**src/design/fsp_defs.svh**
```systemverilog
// Purpose: constants of the fast serial port control block
// Assumes: 16-bit register port, byte-wide serial characters
// Notes: offsets are byte addresses as seen by the cpu
`ifndef FSP_DEFS_SVH
`define FSP_DEFS_SVH
`define FSP_A_CTL 16'hc070
`define FSP_A_BAUD 16'hc072
`define FSP_A_GAP 16'hc074
`define FSP_A_DATA 16'hc076
`define FSP_A_RXCNT 16'hc07a
`define FSP_A_TXCNT 16'hc07e
`define FSP_B_EN 15
`define FSP_B_RTSP 14
`define FSP_B_CTSP 13
`define FSP_B_XOFF 12
`define FSP_B_XOFFEN 11
`define FSP_B_CTSEN 10
`define FSP_B_RIE 9
`define FSP_B_DIE 8
`define FSP_B_TXDONE 7
`define FSP_B_RXDONE 6
`define FSP_B_ONESTOP 5
`define FSP_B_TXRDY 4
`define FSP_B_PMS 3
`define FSP_B_OVF 2
`define FSP_B_FULL 1
`define FSP_B_RXRDY 0
`define FSP_BAUD_RST 13'h0017
`define FSP_GAP_RST 8'h09
`define FSP_GAP_BIAS 8'h07
`define FSP_CNT_DONE 10'h3ff
`define FSP_XON 8'h11
`define FSP_XOFF 8'h13
`endif

```
**src/design/fsp_pkg.sv**
```systemverilog
// Purpose: types of the fast serial port control block
// Assumes: nothing beyond the defs header
// Notes: state codes are one-hot
`default_nettype none
package fsp_pkg;
   typedef struct packed {
      logic en;
      logic rts_pol;
      logic cts_pol;
      logic xoff_en;
      logic cts_en;
      logic rie;
      logic die;
      logic one_stop;
      logic pms;
   } fsp_ctl_t;
   typedef enum logic [3:0] {
      ST_IDLE = 4'h1,
      ST_START = 4'h2,
      ST_DATA = 4'h4,
      ST_STOP = 4'h8
   } fsp_st_t;
endpackage
`default_nettype wire

```
**src/design/fsp_ctrl.sv**
```systemverilog
// Purpose: control, status, baud, gap and framing of the fast serial port
// Assumes: register port with one-cycle strobes, read data one cycle later
// Notes: single-byte transmit holding register, eight-byte receive buffer
`include "fsp_defs.svh"
`default_nettype none
module fsp_ctrl #(
   parameter int RX_DEPTH = 8
) (
   input wire logic MCLK,
   input wire logic SRST,
   input wire logic [15:0] ADDR,
   input wire logic [15:0] WDATA,
   input wire logic WR,
   input wire logic RD,
   output logic [15:0] RDATA,
   output logic TXD,
   input wire logic RXD,
   output logic RTS,
   input wire logic CTS,
   output logic RX_INTR,
   output logic DONE_INTR
);
   fsp_pkg::fsp_ctl_t ctl_q;
   logic [12:0] baud_q;
   logic [7:0] gap_q;
   logic txdone_q, rxdone_q, ovf_q, xoff_q;
   logic [7:0] hold_q;
   logic hold_full_q;
   logic [9:0] txcnt_q, rxcnt_q;
   logic tx_blk_q, rx_blk_q;
   fsp_pkg::fsp_st_t tx_st_q, rx_st_q;
   logic [12:0] tx_bc_q, rx_bc_q;
   logic [7:0] tx_sh_q, rx_sh_q;
   logic [2:0] tx_bit_q, rx_bit_q;
   logic [7:0] tx_stop_q;
   logic [7:0] rx_mem_q [RX_DEPTH];
   logic [2:0] rx_wp_q, rx_rp_q;
   logic [3:0] rx_n_q;

   function automatic logic sticky(input logic cur, input logic set, input logic clr);
      // a hardware set in the same cycle as a software clear wins
      sticky = set | (cur & ~clr);
   endfunction

   logic wr_ctl, wr_data, rd_data;
   logic cts_act, stall, tx_take, tx_fin, rx_fin, rx_flow, rx_push, rx_pop;
   logic rx_full, rx_any, tx_rdy;
   logic [7:0] stop_bits;
   assign wr_ctl = WR && ADDR == `FSP_A_CTL;
   assign wr_data = WR && ADDR == `FSP_A_DATA;
   assign rd_data = RD && ADDR == `FSP_A_DATA;
   assign rx_full = rx_n_q == 4'(RX_DEPTH);
   assign rx_any = rx_n_q != 4'h0;
   assign tx_rdy = ~hold_full_q;
   assign cts_act = CTS ^ ctl_q.cts_pol;
   assign stall = (ctl_q.cts_en & ~cts_act) | (ctl_q.xoff_en & xoff_q);
   assign tx_take = tx_st_q == fsp_pkg::ST_IDLE && hold_full_q && !stall;
   assign tx_fin = tx_st_q == fsp_pkg::ST_STOP && tx_bc_q == 13'h0 && tx_stop_q == 8'h0;
   assign rx_fin = rx_st_q == fsp_pkg::ST_STOP && rx_bc_q == 13'h0;
   // flow characters are consumed, not stored
   assign rx_flow = ctl_q.xoff_en && (rx_sh_q == `FSP_XON || rx_sh_q == `FSP_XOFF);
   assign rx_push = rx_fin && RXD && !rx_flow;
   assign rx_pop = rd_data && rx_any;
   // gap overrides stop select in block mode
   assign stop_bits = tx_blk_q ? ((gap_q > `FSP_GAP_BIAS + 8'h1) ? gap_q - `FSP_GAP_BIAS : 8'h1)
                               : (ctl_q.one_stop ? 8'h1 : 8'h2);

   always_ff @(posedge MCLK) begin
      if (SRST) begin
         ctl_q <= '0;
      end else if (wr_ctl) begin
         ctl_q.en <= WDATA[`FSP_B_EN];
         ctl_q.rts_pol <= WDATA[`FSP_B_RTSP];
         ctl_q.cts_pol <= WDATA[`FSP_B_CTSP];
         ctl_q.xoff_en <= WDATA[`FSP_B_XOFFEN];
         ctl_q.cts_en <= WDATA[`FSP_B_CTSEN];
         ctl_q.rie <= WDATA[`FSP_B_RIE];
         ctl_q.die <= WDATA[`FSP_B_DIE];
         ctl_q.one_stop <= WDATA[`FSP_B_ONESTOP];
         ctl_q.pms <= WDATA[`FSP_B_PMS];
      end
   end

   always_ff @(posedge MCLK) begin
      if (SRST) begin
         baud_q <= `FSP_BAUD_RST;
         gap_q <= `FSP_GAP_RST;
      end else if (WR && ADDR == `FSP_A_BAUD) begin
         baud_q <= WDATA[12:0];
      end else if (WR && ADDR == `FSP_A_GAP) begin
         gap_q <= WDATA[7:0];
      end
   end

   always_ff @(posedge MCLK) begin
      if (SRST) begin
         txdone_q <= 1'b0;
         rxdone_q <= 1'b0;
         ovf_q <= 1'b0;
      end else begin
         txdone_q <= sticky(txdone_q, tx_fin && tx_blk_q && txcnt_q == 10'h0,
                            wr_ctl && WDATA[`FSP_B_TXDONE]);
         rxdone_q <= sticky(rxdone_q, rx_push && rx_blk_q && rxcnt_q == 10'h0,
                            wr_ctl && WDATA[`FSP_B_RXDONE]);
         ovf_q <= sticky(ovf_q, rx_push && rx_full && !rx_pop, wr_ctl && WDATA[`FSP_B_OVF]);
      end
   end

   always_ff @(posedge MCLK) begin
      if (SRST) begin
         xoff_q <= 1'b0;
      end else if (rx_fin && RXD && rx_flow) begin
         xoff_q <= rx_sh_q == `FSP_XOFF;
      end
   end

   // data write loads the holding register
   always_ff @(posedge MCLK) begin
      if (SRST) begin
         hold_q <= 8'h0;
         hold_full_q <= 1'b0;
      end else if (wr_data && !hold_full_q) begin
         hold_q <= WDATA[7:0];
         hold_full_q <= 1'b1;
      end else if (tx_take && ctl_q.en) begin
         hold_full_q <= 1'b0;
      end
   end

   // block counters run down and park at all ones
   always_ff @(posedge MCLK) begin
      if (SRST) begin
         txcnt_q <= 10'h0;
         tx_blk_q <= 1'b0;
      end else if (WR && ADDR == `FSP_A_TXCNT) begin
         txcnt_q <= WDATA[9:0];
         tx_blk_q <= 1'b1;
      end else if (tx_fin && tx_blk_q) begin
         txcnt_q <= txcnt_q - 10'h1;
         tx_blk_q <= txcnt_q != 10'h0;
      end
   end

   always_ff @(posedge MCLK) begin
      if (SRST) begin
         rxcnt_q <= 10'h0;
         rx_blk_q <= 1'b0;
      end else if (WR && ADDR == `FSP_A_RXCNT) begin
         rxcnt_q <= WDATA[9:0];
         rx_blk_q <= 1'b1;
      end else if (rx_push && rx_blk_q) begin
         rxcnt_q <= rxcnt_q - 10'h1;
         rx_blk_q <= rxcnt_q != 10'h0;
      end
   end

   // transmitter, idle line high while disabled
   always_ff @(posedge MCLK) begin
      if (SRST || !ctl_q.en) begin
         tx_st_q <= fsp_pkg::ST_IDLE;
         tx_bc_q <= 13'h0;
         tx_sh_q <= 8'h0;
         tx_bit_q <= 3'h0;
         tx_stop_q <= 8'h0;
         TXD <= 1'b1;
      end else begin
         unique case (tx_st_q)
            fsp_pkg::ST_IDLE: begin
               TXD <= 1'b1;
               if (tx_take) begin
                  tx_sh_q <= hold_q;
                  tx_bc_q <= baud_q;
                  tx_st_q <= fsp_pkg::ST_START;
                  TXD <= 1'b0;
               end
            end
            fsp_pkg::ST_START: begin
               if (tx_bc_q == 13'h0) begin
                  tx_bc_q <= baud_q;
                  tx_bit_q <= 3'h0;
                  TXD <= tx_sh_q[0];
                  tx_st_q <= fsp_pkg::ST_DATA;
               end else begin
                  tx_bc_q <= tx_bc_q - 13'h1;
               end
            end
            fsp_pkg::ST_DATA: begin
               if (tx_bc_q == 13'h0) begin
                  tx_bc_q <= baud_q;
                  tx_sh_q <= {1'b0, tx_sh_q[7:1]};
                  tx_bit_q <= tx_bit_q + 3'h1;
                  if (tx_bit_q == 3'h7) begin
                     TXD <= 1'b1;
                     tx_stop_q <= stop_bits - 8'h1;
                     tx_st_q <= fsp_pkg::ST_STOP;
                  end else begin
                     TXD <= tx_sh_q[1];
                  end
               end else begin
                  tx_bc_q <= tx_bc_q - 13'h1;
               end
            end
            fsp_pkg::ST_STOP: begin
               TXD <= 1'b1;
               if (tx_bc_q != 13'h0) begin
                  tx_bc_q <= tx_bc_q - 13'h1;
               end else if (tx_stop_q != 8'h0) begin
                  tx_stop_q <= tx_stop_q - 8'h1;
                  tx_bc_q <= baud_q;
               end else begin
                  tx_st_q <= fsp_pkg::ST_IDLE;
               end
            end
         endcase
      end
   end

   // receiver samples mid-bit and needs just one stop
   always_ff @(posedge MCLK) begin
      if (SRST || !ctl_q.en) begin
         rx_st_q <= fsp_pkg::ST_IDLE;
         rx_bc_q <= 13'h0;
         rx_sh_q <= 8'h0;
         rx_bit_q <= 3'h0;
      end else begin
         unique case (rx_st_q)
            fsp_pkg::ST_IDLE: begin
               if (!RXD) begin
                  rx_bc_q <= {1'b0, baud_q[12:1]};
                  rx_st_q <= fsp_pkg::ST_START;
               end
            end
            fsp_pkg::ST_START: begin
               if (rx_bc_q != 13'h0) begin
                  rx_bc_q <= rx_bc_q - 13'h1;
               end else if (RXD) begin
                  // glitch shorter than half a bit, not a start
                  rx_st_q <= fsp_pkg::ST_IDLE;
               end else begin
                  rx_bc_q <= baud_q;
                  rx_bit_q <= 3'h0;
                  rx_st_q <= fsp_pkg::ST_DATA;
               end
            end
            fsp_pkg::ST_DATA: begin
               if (rx_bc_q != 13'h0) begin
                  rx_bc_q <= rx_bc_q - 13'h1;
               end else begin
                  rx_bc_q <= baud_q;
                  rx_sh_q <= {RXD, rx_sh_q[7:1]};
                  rx_bit_q <= rx_bit_q + 3'h1;
                  if (rx_bit_q == 3'h7) begin
                     rx_st_q <= fsp_pkg::ST_STOP;
                  end
               end
            end
            fsp_pkg::ST_STOP: begin
               if (rx_bc_q != 13'h0) begin
                  rx_bc_q <= rx_bc_q - 13'h1;
               end else begin
                  // framing error drops the character silently
                  rx_st_q <= fsp_pkg::ST_IDLE;
               end
            end
         endcase
      end
   end

   // receive buffer, overflow byte is lost
   always_ff @(posedge MCLK) begin
      if (SRST) begin
         rx_wp_q <= 3'h0;
         rx_rp_q <= 3'h0;
         rx_n_q <= 4'h0;
      end else begin
         if (rx_push && (!rx_full || rx_pop)) begin
            rx_mem_q[rx_wp_q] <= rx_sh_q;
            rx_wp_q <= rx_wp_q + 3'h1;
         end
         if (rx_pop) begin
            rx_rp_q <= rx_rp_q + 3'h1;
         end
         if (rx_push && !rx_full && !rx_pop) begin
            rx_n_q <= rx_n_q + 4'h1;
         end else if (rx_pop && !rx_push) begin
            rx_n_q <= rx_n_q - 4'h1;
         end
      end
   end

   // request-to-send asks for data while room remains
   always_ff @(posedge MCLK) begin
      if (SRST) begin
         RTS <= 1'b0;
         RX_INTR <= 1'b0;
         DONE_INTR <= 1'b0;
      end else begin
         RTS <= (ctl_q.cts_en & ctl_q.en & ~rx_full) ^ ctl_q.rts_pol;
         RX_INTR <= ctl_q.rie & (ctl_q.pms ? rx_full : rx_any);
         DONE_INTR <= ctl_q.die & (txdone_q | rxdone_q);
      end
   end

   always_ff @(posedge MCLK) begin
      if (SRST) begin
         RDATA <= 16'h0;
      end else if (RD) begin
         unique case (ADDR)
            `FSP_A_CTL: RDATA <= {ctl_q.en, ctl_q.rts_pol, ctl_q.cts_pol, xoff_q,
                                  ctl_q.xoff_en, ctl_q.cts_en, ctl_q.rie, ctl_q.die,
                                  txdone_q, rxdone_q, ctl_q.one_stop, tx_rdy,
                                  ctl_q.pms, ovf_q, rx_full, rx_any};
            `FSP_A_BAUD: RDATA <= {3'h0, baud_q};
            `FSP_A_GAP: RDATA <= {8'h0, gap_q};
            `FSP_A_DATA: RDATA <= {8'h0, rx_mem_q[rx_rp_q]};
            `FSP_A_RXCNT: RDATA <= {6'h0, rxcnt_q};
            `FSP_A_TXCNT: RDATA <= {6'h0, txcnt_q};
            default: RDATA <= 16'h0;
         endcase
      end else begin
         RDATA <= 16'h0;
      end
   end
endmodule
`default_nettype wire

```
**config.mk**
```make
export PLATFORM = sky130hd
export DESIGN_NAME = fsp_ctrl
export DESIGN_NICKNAME = d
export VERILOG_FILES = /design/src/design/fsp_pkg.sv /design/src/design/fsp_ctrl.sv
export VERILOG_INCLUDE_DIRS = /design/src /design/src/design
export SDC_FILE = /design/constraint.sdc
export NUM_CORES = 1
export LEC_CHECK = 0
export BUFFER_PORTS_ARGS = -buffer_cell sky130_fd_sc_hd__buf_2
export CORE_ASPECT_RATIO = 0.5
export CORE_MARGIN = 2
export CORE_UTILIZATION = 44
export CTS_CLUSTER_DIAMETER = 50
export CTS_CLUSTER_SIZE = 14
export DETAILED_ROUTE_END_ITERATION = 8
export PLACE_DENSITY = 0.65
export SLEW_MARGIN = 40
export SYNTH_ARGS = -nofsm -noshare
export SYNTH_HDL_FRONTEND = slang
export SYNTH_SLANG_ARGS = --single-unit
```
**constraint.sdc**
```tcl
create_clock -name MCLK -period 4 [get_ports MCLK]
set_input_delay 0.6 -clock MCLK [delete_from_list [all_inputs] [get_ports MCLK]]
set_output_delay 0.6 -clock MCLK [all_outputs]
set_load 0.02 [all_outputs]
```
==> run_results.csv <==
group,metric,value,unit
status,outcome,"finished, final reports clean",
timing,worst_pin_slew,0.797,ns
synthesis,syn_area,10900,sq um
drt,ant_nets,0,
global_routing,antenna_found_initial,1,
timing,report.final.slew_viol_count,0,
run,maxCapViolations,0,
pwr,leakage,4.30,nW
drt,first_iter_violations,978,
timing,finClkSkew,0.0135,ns
drt,highest_layer,"met4",
worst_setup_path,crit_fanout,6,
floorplan,core-area,24200,sq um
worst_setup_path,endpoint_kind,"flop",
clock_network,htree_num_levels,1,
global_routing,grt_pass1_wl,46100,um
synthesis,synth-async-reset-ratio,0,%
synthesis,yosysTopAreaCellShare,29.7,%
floorplan,dieArea,26200,sq um
timing,rsz0062_at_grt,"no",
placed_design,place_inst,1483,
clock_network,clockRootBuffer,"clkbuf_16",
timing,worst_slack,0.557,ns
synthesis,yosys.area.top_type,"dfxtp_1",
placed_design,io_buffers,57,
worst_setup_path,path_cells,"inv_1 -> ha_1 -> or4b_1 -> nor4_4 -> and3_1 -> and3_1 -> inv_1 -> ha_1 -> a21o_1 -> a21oi_1 -> nor3_1 -> and3b_1 -> nor4_1",
clock_network,cts_tree,"built",
synthesis,synth-seq-cells,226,
drt,drc,0,
timing,fin_tns_setup,0,ns
clock_network,numClockSinks,226,
worst_setup_path,cp.buffers_inverters,2,
global_routing,gr-total-overflow,0,
hold_path,min_path_cells,3,
floorplan,boundaryPins,58,
timing,final.min_clock_period,3.44,ns
placed_design,gp_congestion,0.916,
drt,routed_via_density,5.92,
timing,setup_viol,0,
drt,drt-wirelength-per-cell,19.4,um
drt,drt_pass1_iterations,5,
worst_setup_path,cp.depth,13,
timing,hold_viol,0,
synthesis,yosys_warnings,0,
hold_path,hold_class,"input pin to flop",
synthesis,synthTopCellsByArea,"dfxtp_1 (30%), edfxtp_1 (18%), nor2_1 (4.8%), mux2i_1 (3.4%), nand2_1 (3.3%)",
clock_network,post-cts-setup-buffers,0,
global_routing,grt_usage,22.7,%
worst_setup_path,critPathMaxStageDelay,0.59,ns
synthesis,synth.yosys.seq_area_share,47.2,%
floorplan,die_y,115,um
clock_network,clk_pin_slew,0.07,ns
floorplan,die_x,227,um
global_routing,grt_max_degree,65,
floorplan,start_util,45.2,%
placed_design,dp_hpwl,21000,um
synthesis,postSynthCellCount,1136,
cells_and_area,fin_cells,1517,
timing,fin_crit_sh,86.1,%
synthesis,synth_edf_count,64,
global_routing,grt_pass1_vias,8366,
cells_and_area,nFillCells,2165,
synthesis,syn_avg_cell_area,9.63,sq um
worst_setup_path,cp.required,4.42,ns
clock_network,worstSkewPairLatency,0.51,ns
worst_setup_path,cp_slowest_cell,"or4b_1",
cells_and_area,final_cell_mix,"dfxtp_1 (161), nor2_1 (139), nand2_1 (97)",
clock_network,numCtsBuffers,21,
pwr,vdd_drop_max,0.000267,V
synthesis,yosys_most_used_dff,"dfxtp_1",
cells_and_area,syn2layout_area_growth,11.9,%
worst_setup_path,worst_ep_arrival_time,3.86,ns
drt,met2WireLength,13300,um
placed_design,dp_slack,0.222,ns
worst_setup_path,crit_type,"flop to flop",
pwr,p_per_area,364,nW/um^2
drt,wirelength,29500,um
floorplan,placementRows,40,
clock_network,cts_resized,0,
cells_and_area,nets,1225,
drt,m1WireLength,13400,um
clock_network,ctsHoldBuffers,0,
synthesis,synthesis.nets,1191,
drt,num_vias,8977,
worst_setup_path,reg2reg_depth,13,
clock_network,cts_buffer_depth,3,
cells_and_area,fin_util,50.6,%
cells_and_area,final_common_cell,"dfxtp_1",
synthesis,ys_types,80,
timing,max_slew_margin,46.8,%
worst_setup_path,cp_top_family,"simple AND/OR/NAND/NOR gates",
cells_and_area,drive_gt1_share,14.4,%
worst_setup_path,worstSetupStartpointType,"flop",
timing,fmaxAchievable,290,MHz
drt,wl_met3,2020,um
[area by class of cell]
type / instances / area (sq um) / area share, %
Antenna cell: 1 / 2.50 / 0.0205
Inverter: 23 / 86.3 / 0.706
Clock inverter: 5 / 85.1 / 0.696
Clock buffer: 28 / 583 / 4.77
Sequential cell: 226 / 5170 / 42.2
Multi-Input combinational cell: 817 / 5420 / 44.3
Timing Repair Buffer: 81 / 465 / 3.80
Tap cell: 336 / 420 / 3.44
[state kept, by name (all words and copies together), names as in the netlist, 4 cells and up, named ones only]
| name | count |
|---|---|
| tx_bc_q | 13 |
| ctl_q | 9 |
| RDATA | 16 |
| rx_mem_q | 64 |
| tx_sh_q | 8 |
| rx_st_q | 4 |
| tx_stop_q | 8 |
| gap_q | 8 |
| baud_q | 13 |
| rx_bc_q | 13 |
| hold_q | 8 |
| rxcnt_q | 10 |
| txcnt_q | 10 |
| rx_sh_q | 8 |
| tx_st_q | 4 |
| rx_n_q | 4 |
[tightest hold or removal path: cells and delay by family]
kind,cells,cell delay [ns]
AOI/OAI and AO/OA,1,0.05
and+or+nand+nor,1,0.05
buffers and inverters,1,0.10
[Yosys cell counts, drive strengths merged, types with 17 or more instances]
cell type,count
nand3,24
mux2i,37
nand4,17
dfxtp,162
xnor2,19
o21ai,40
nor3,37
inv,23
a22oi,31
clkbuf,54
xor2,17
a211oi,32
a21oi,73
nand2,97
edfxtp,64
nor4,27
nor2,142
[cells by family after synthesis]
family	Yosys count	share of synthesized area, %
buffers and inverters	93	3.41
multiplexers	67	8.12
AND/OR/NAND/NOR	451	21.1
adder cells (fa/ha/maj)	17	2.01
AO/OA/AOI/OAI	246	15.2
flip-flops	226	47.2
XOR/XNOR	36	2.88
[worst paths after layout]
| check | from | to | slack [ns] |
|---|---|---|---|
| setup / recovery | rx_bc_q[0]$_SDFFE_PP0P_ | rx_n_q[3]$_SDFFE_PP0P_ | 0.56 |
| hold / removal | WDATA[13] | ctl_q[6]$_SDFFE_PP0P_ | 0.33 |
| setup reg to reg | rx_bc_q[0]$_SDFFE_PP0P_ | rx_n_q[3]$_SDFFE_PP0P_ | 0.56 |
| hold reg to reg | TXD$_SDFFE_PP1P_ | TXD$_SDFFE_PP1P_ | 0.46 |
[routing by layer]
layer / vias up / track usage [%]
met5: - / 0
met4: 0 / 6.45
met3: 50 / 3.90
met2: 319 / 36.8
met1: 4330 / 31.5
li1: 4278 / -
[per-stage QoR]
stage / area (sq um) / hold WS [ns] / power [W]
floorplan: 10900 / 0.438 / 0.00243
global placement: 11500 / 0.455 / 0.00247
detailed placement: 11600 / 0.458 / 0.00247
CTS: 12200 / 0.310 / 0.00449
global route: 12200 / 0.328 / 0.00460
finish: 12200 / 0.326 / 0.00446
[power by group]
part	internal [W]	switching [W]	total (W)	leakage (nW)
Combinational	0.0000258	0.0000622	0.0000880	1.92
Clock	0.00115	0.000876	0.00203	0.327
Sequential	0.00234	0.0000000114	0.00234	2.05
Total	0.00352	0.000938	0.00446	4.30
Note: power is estimated with default switching activity, not from simulation.
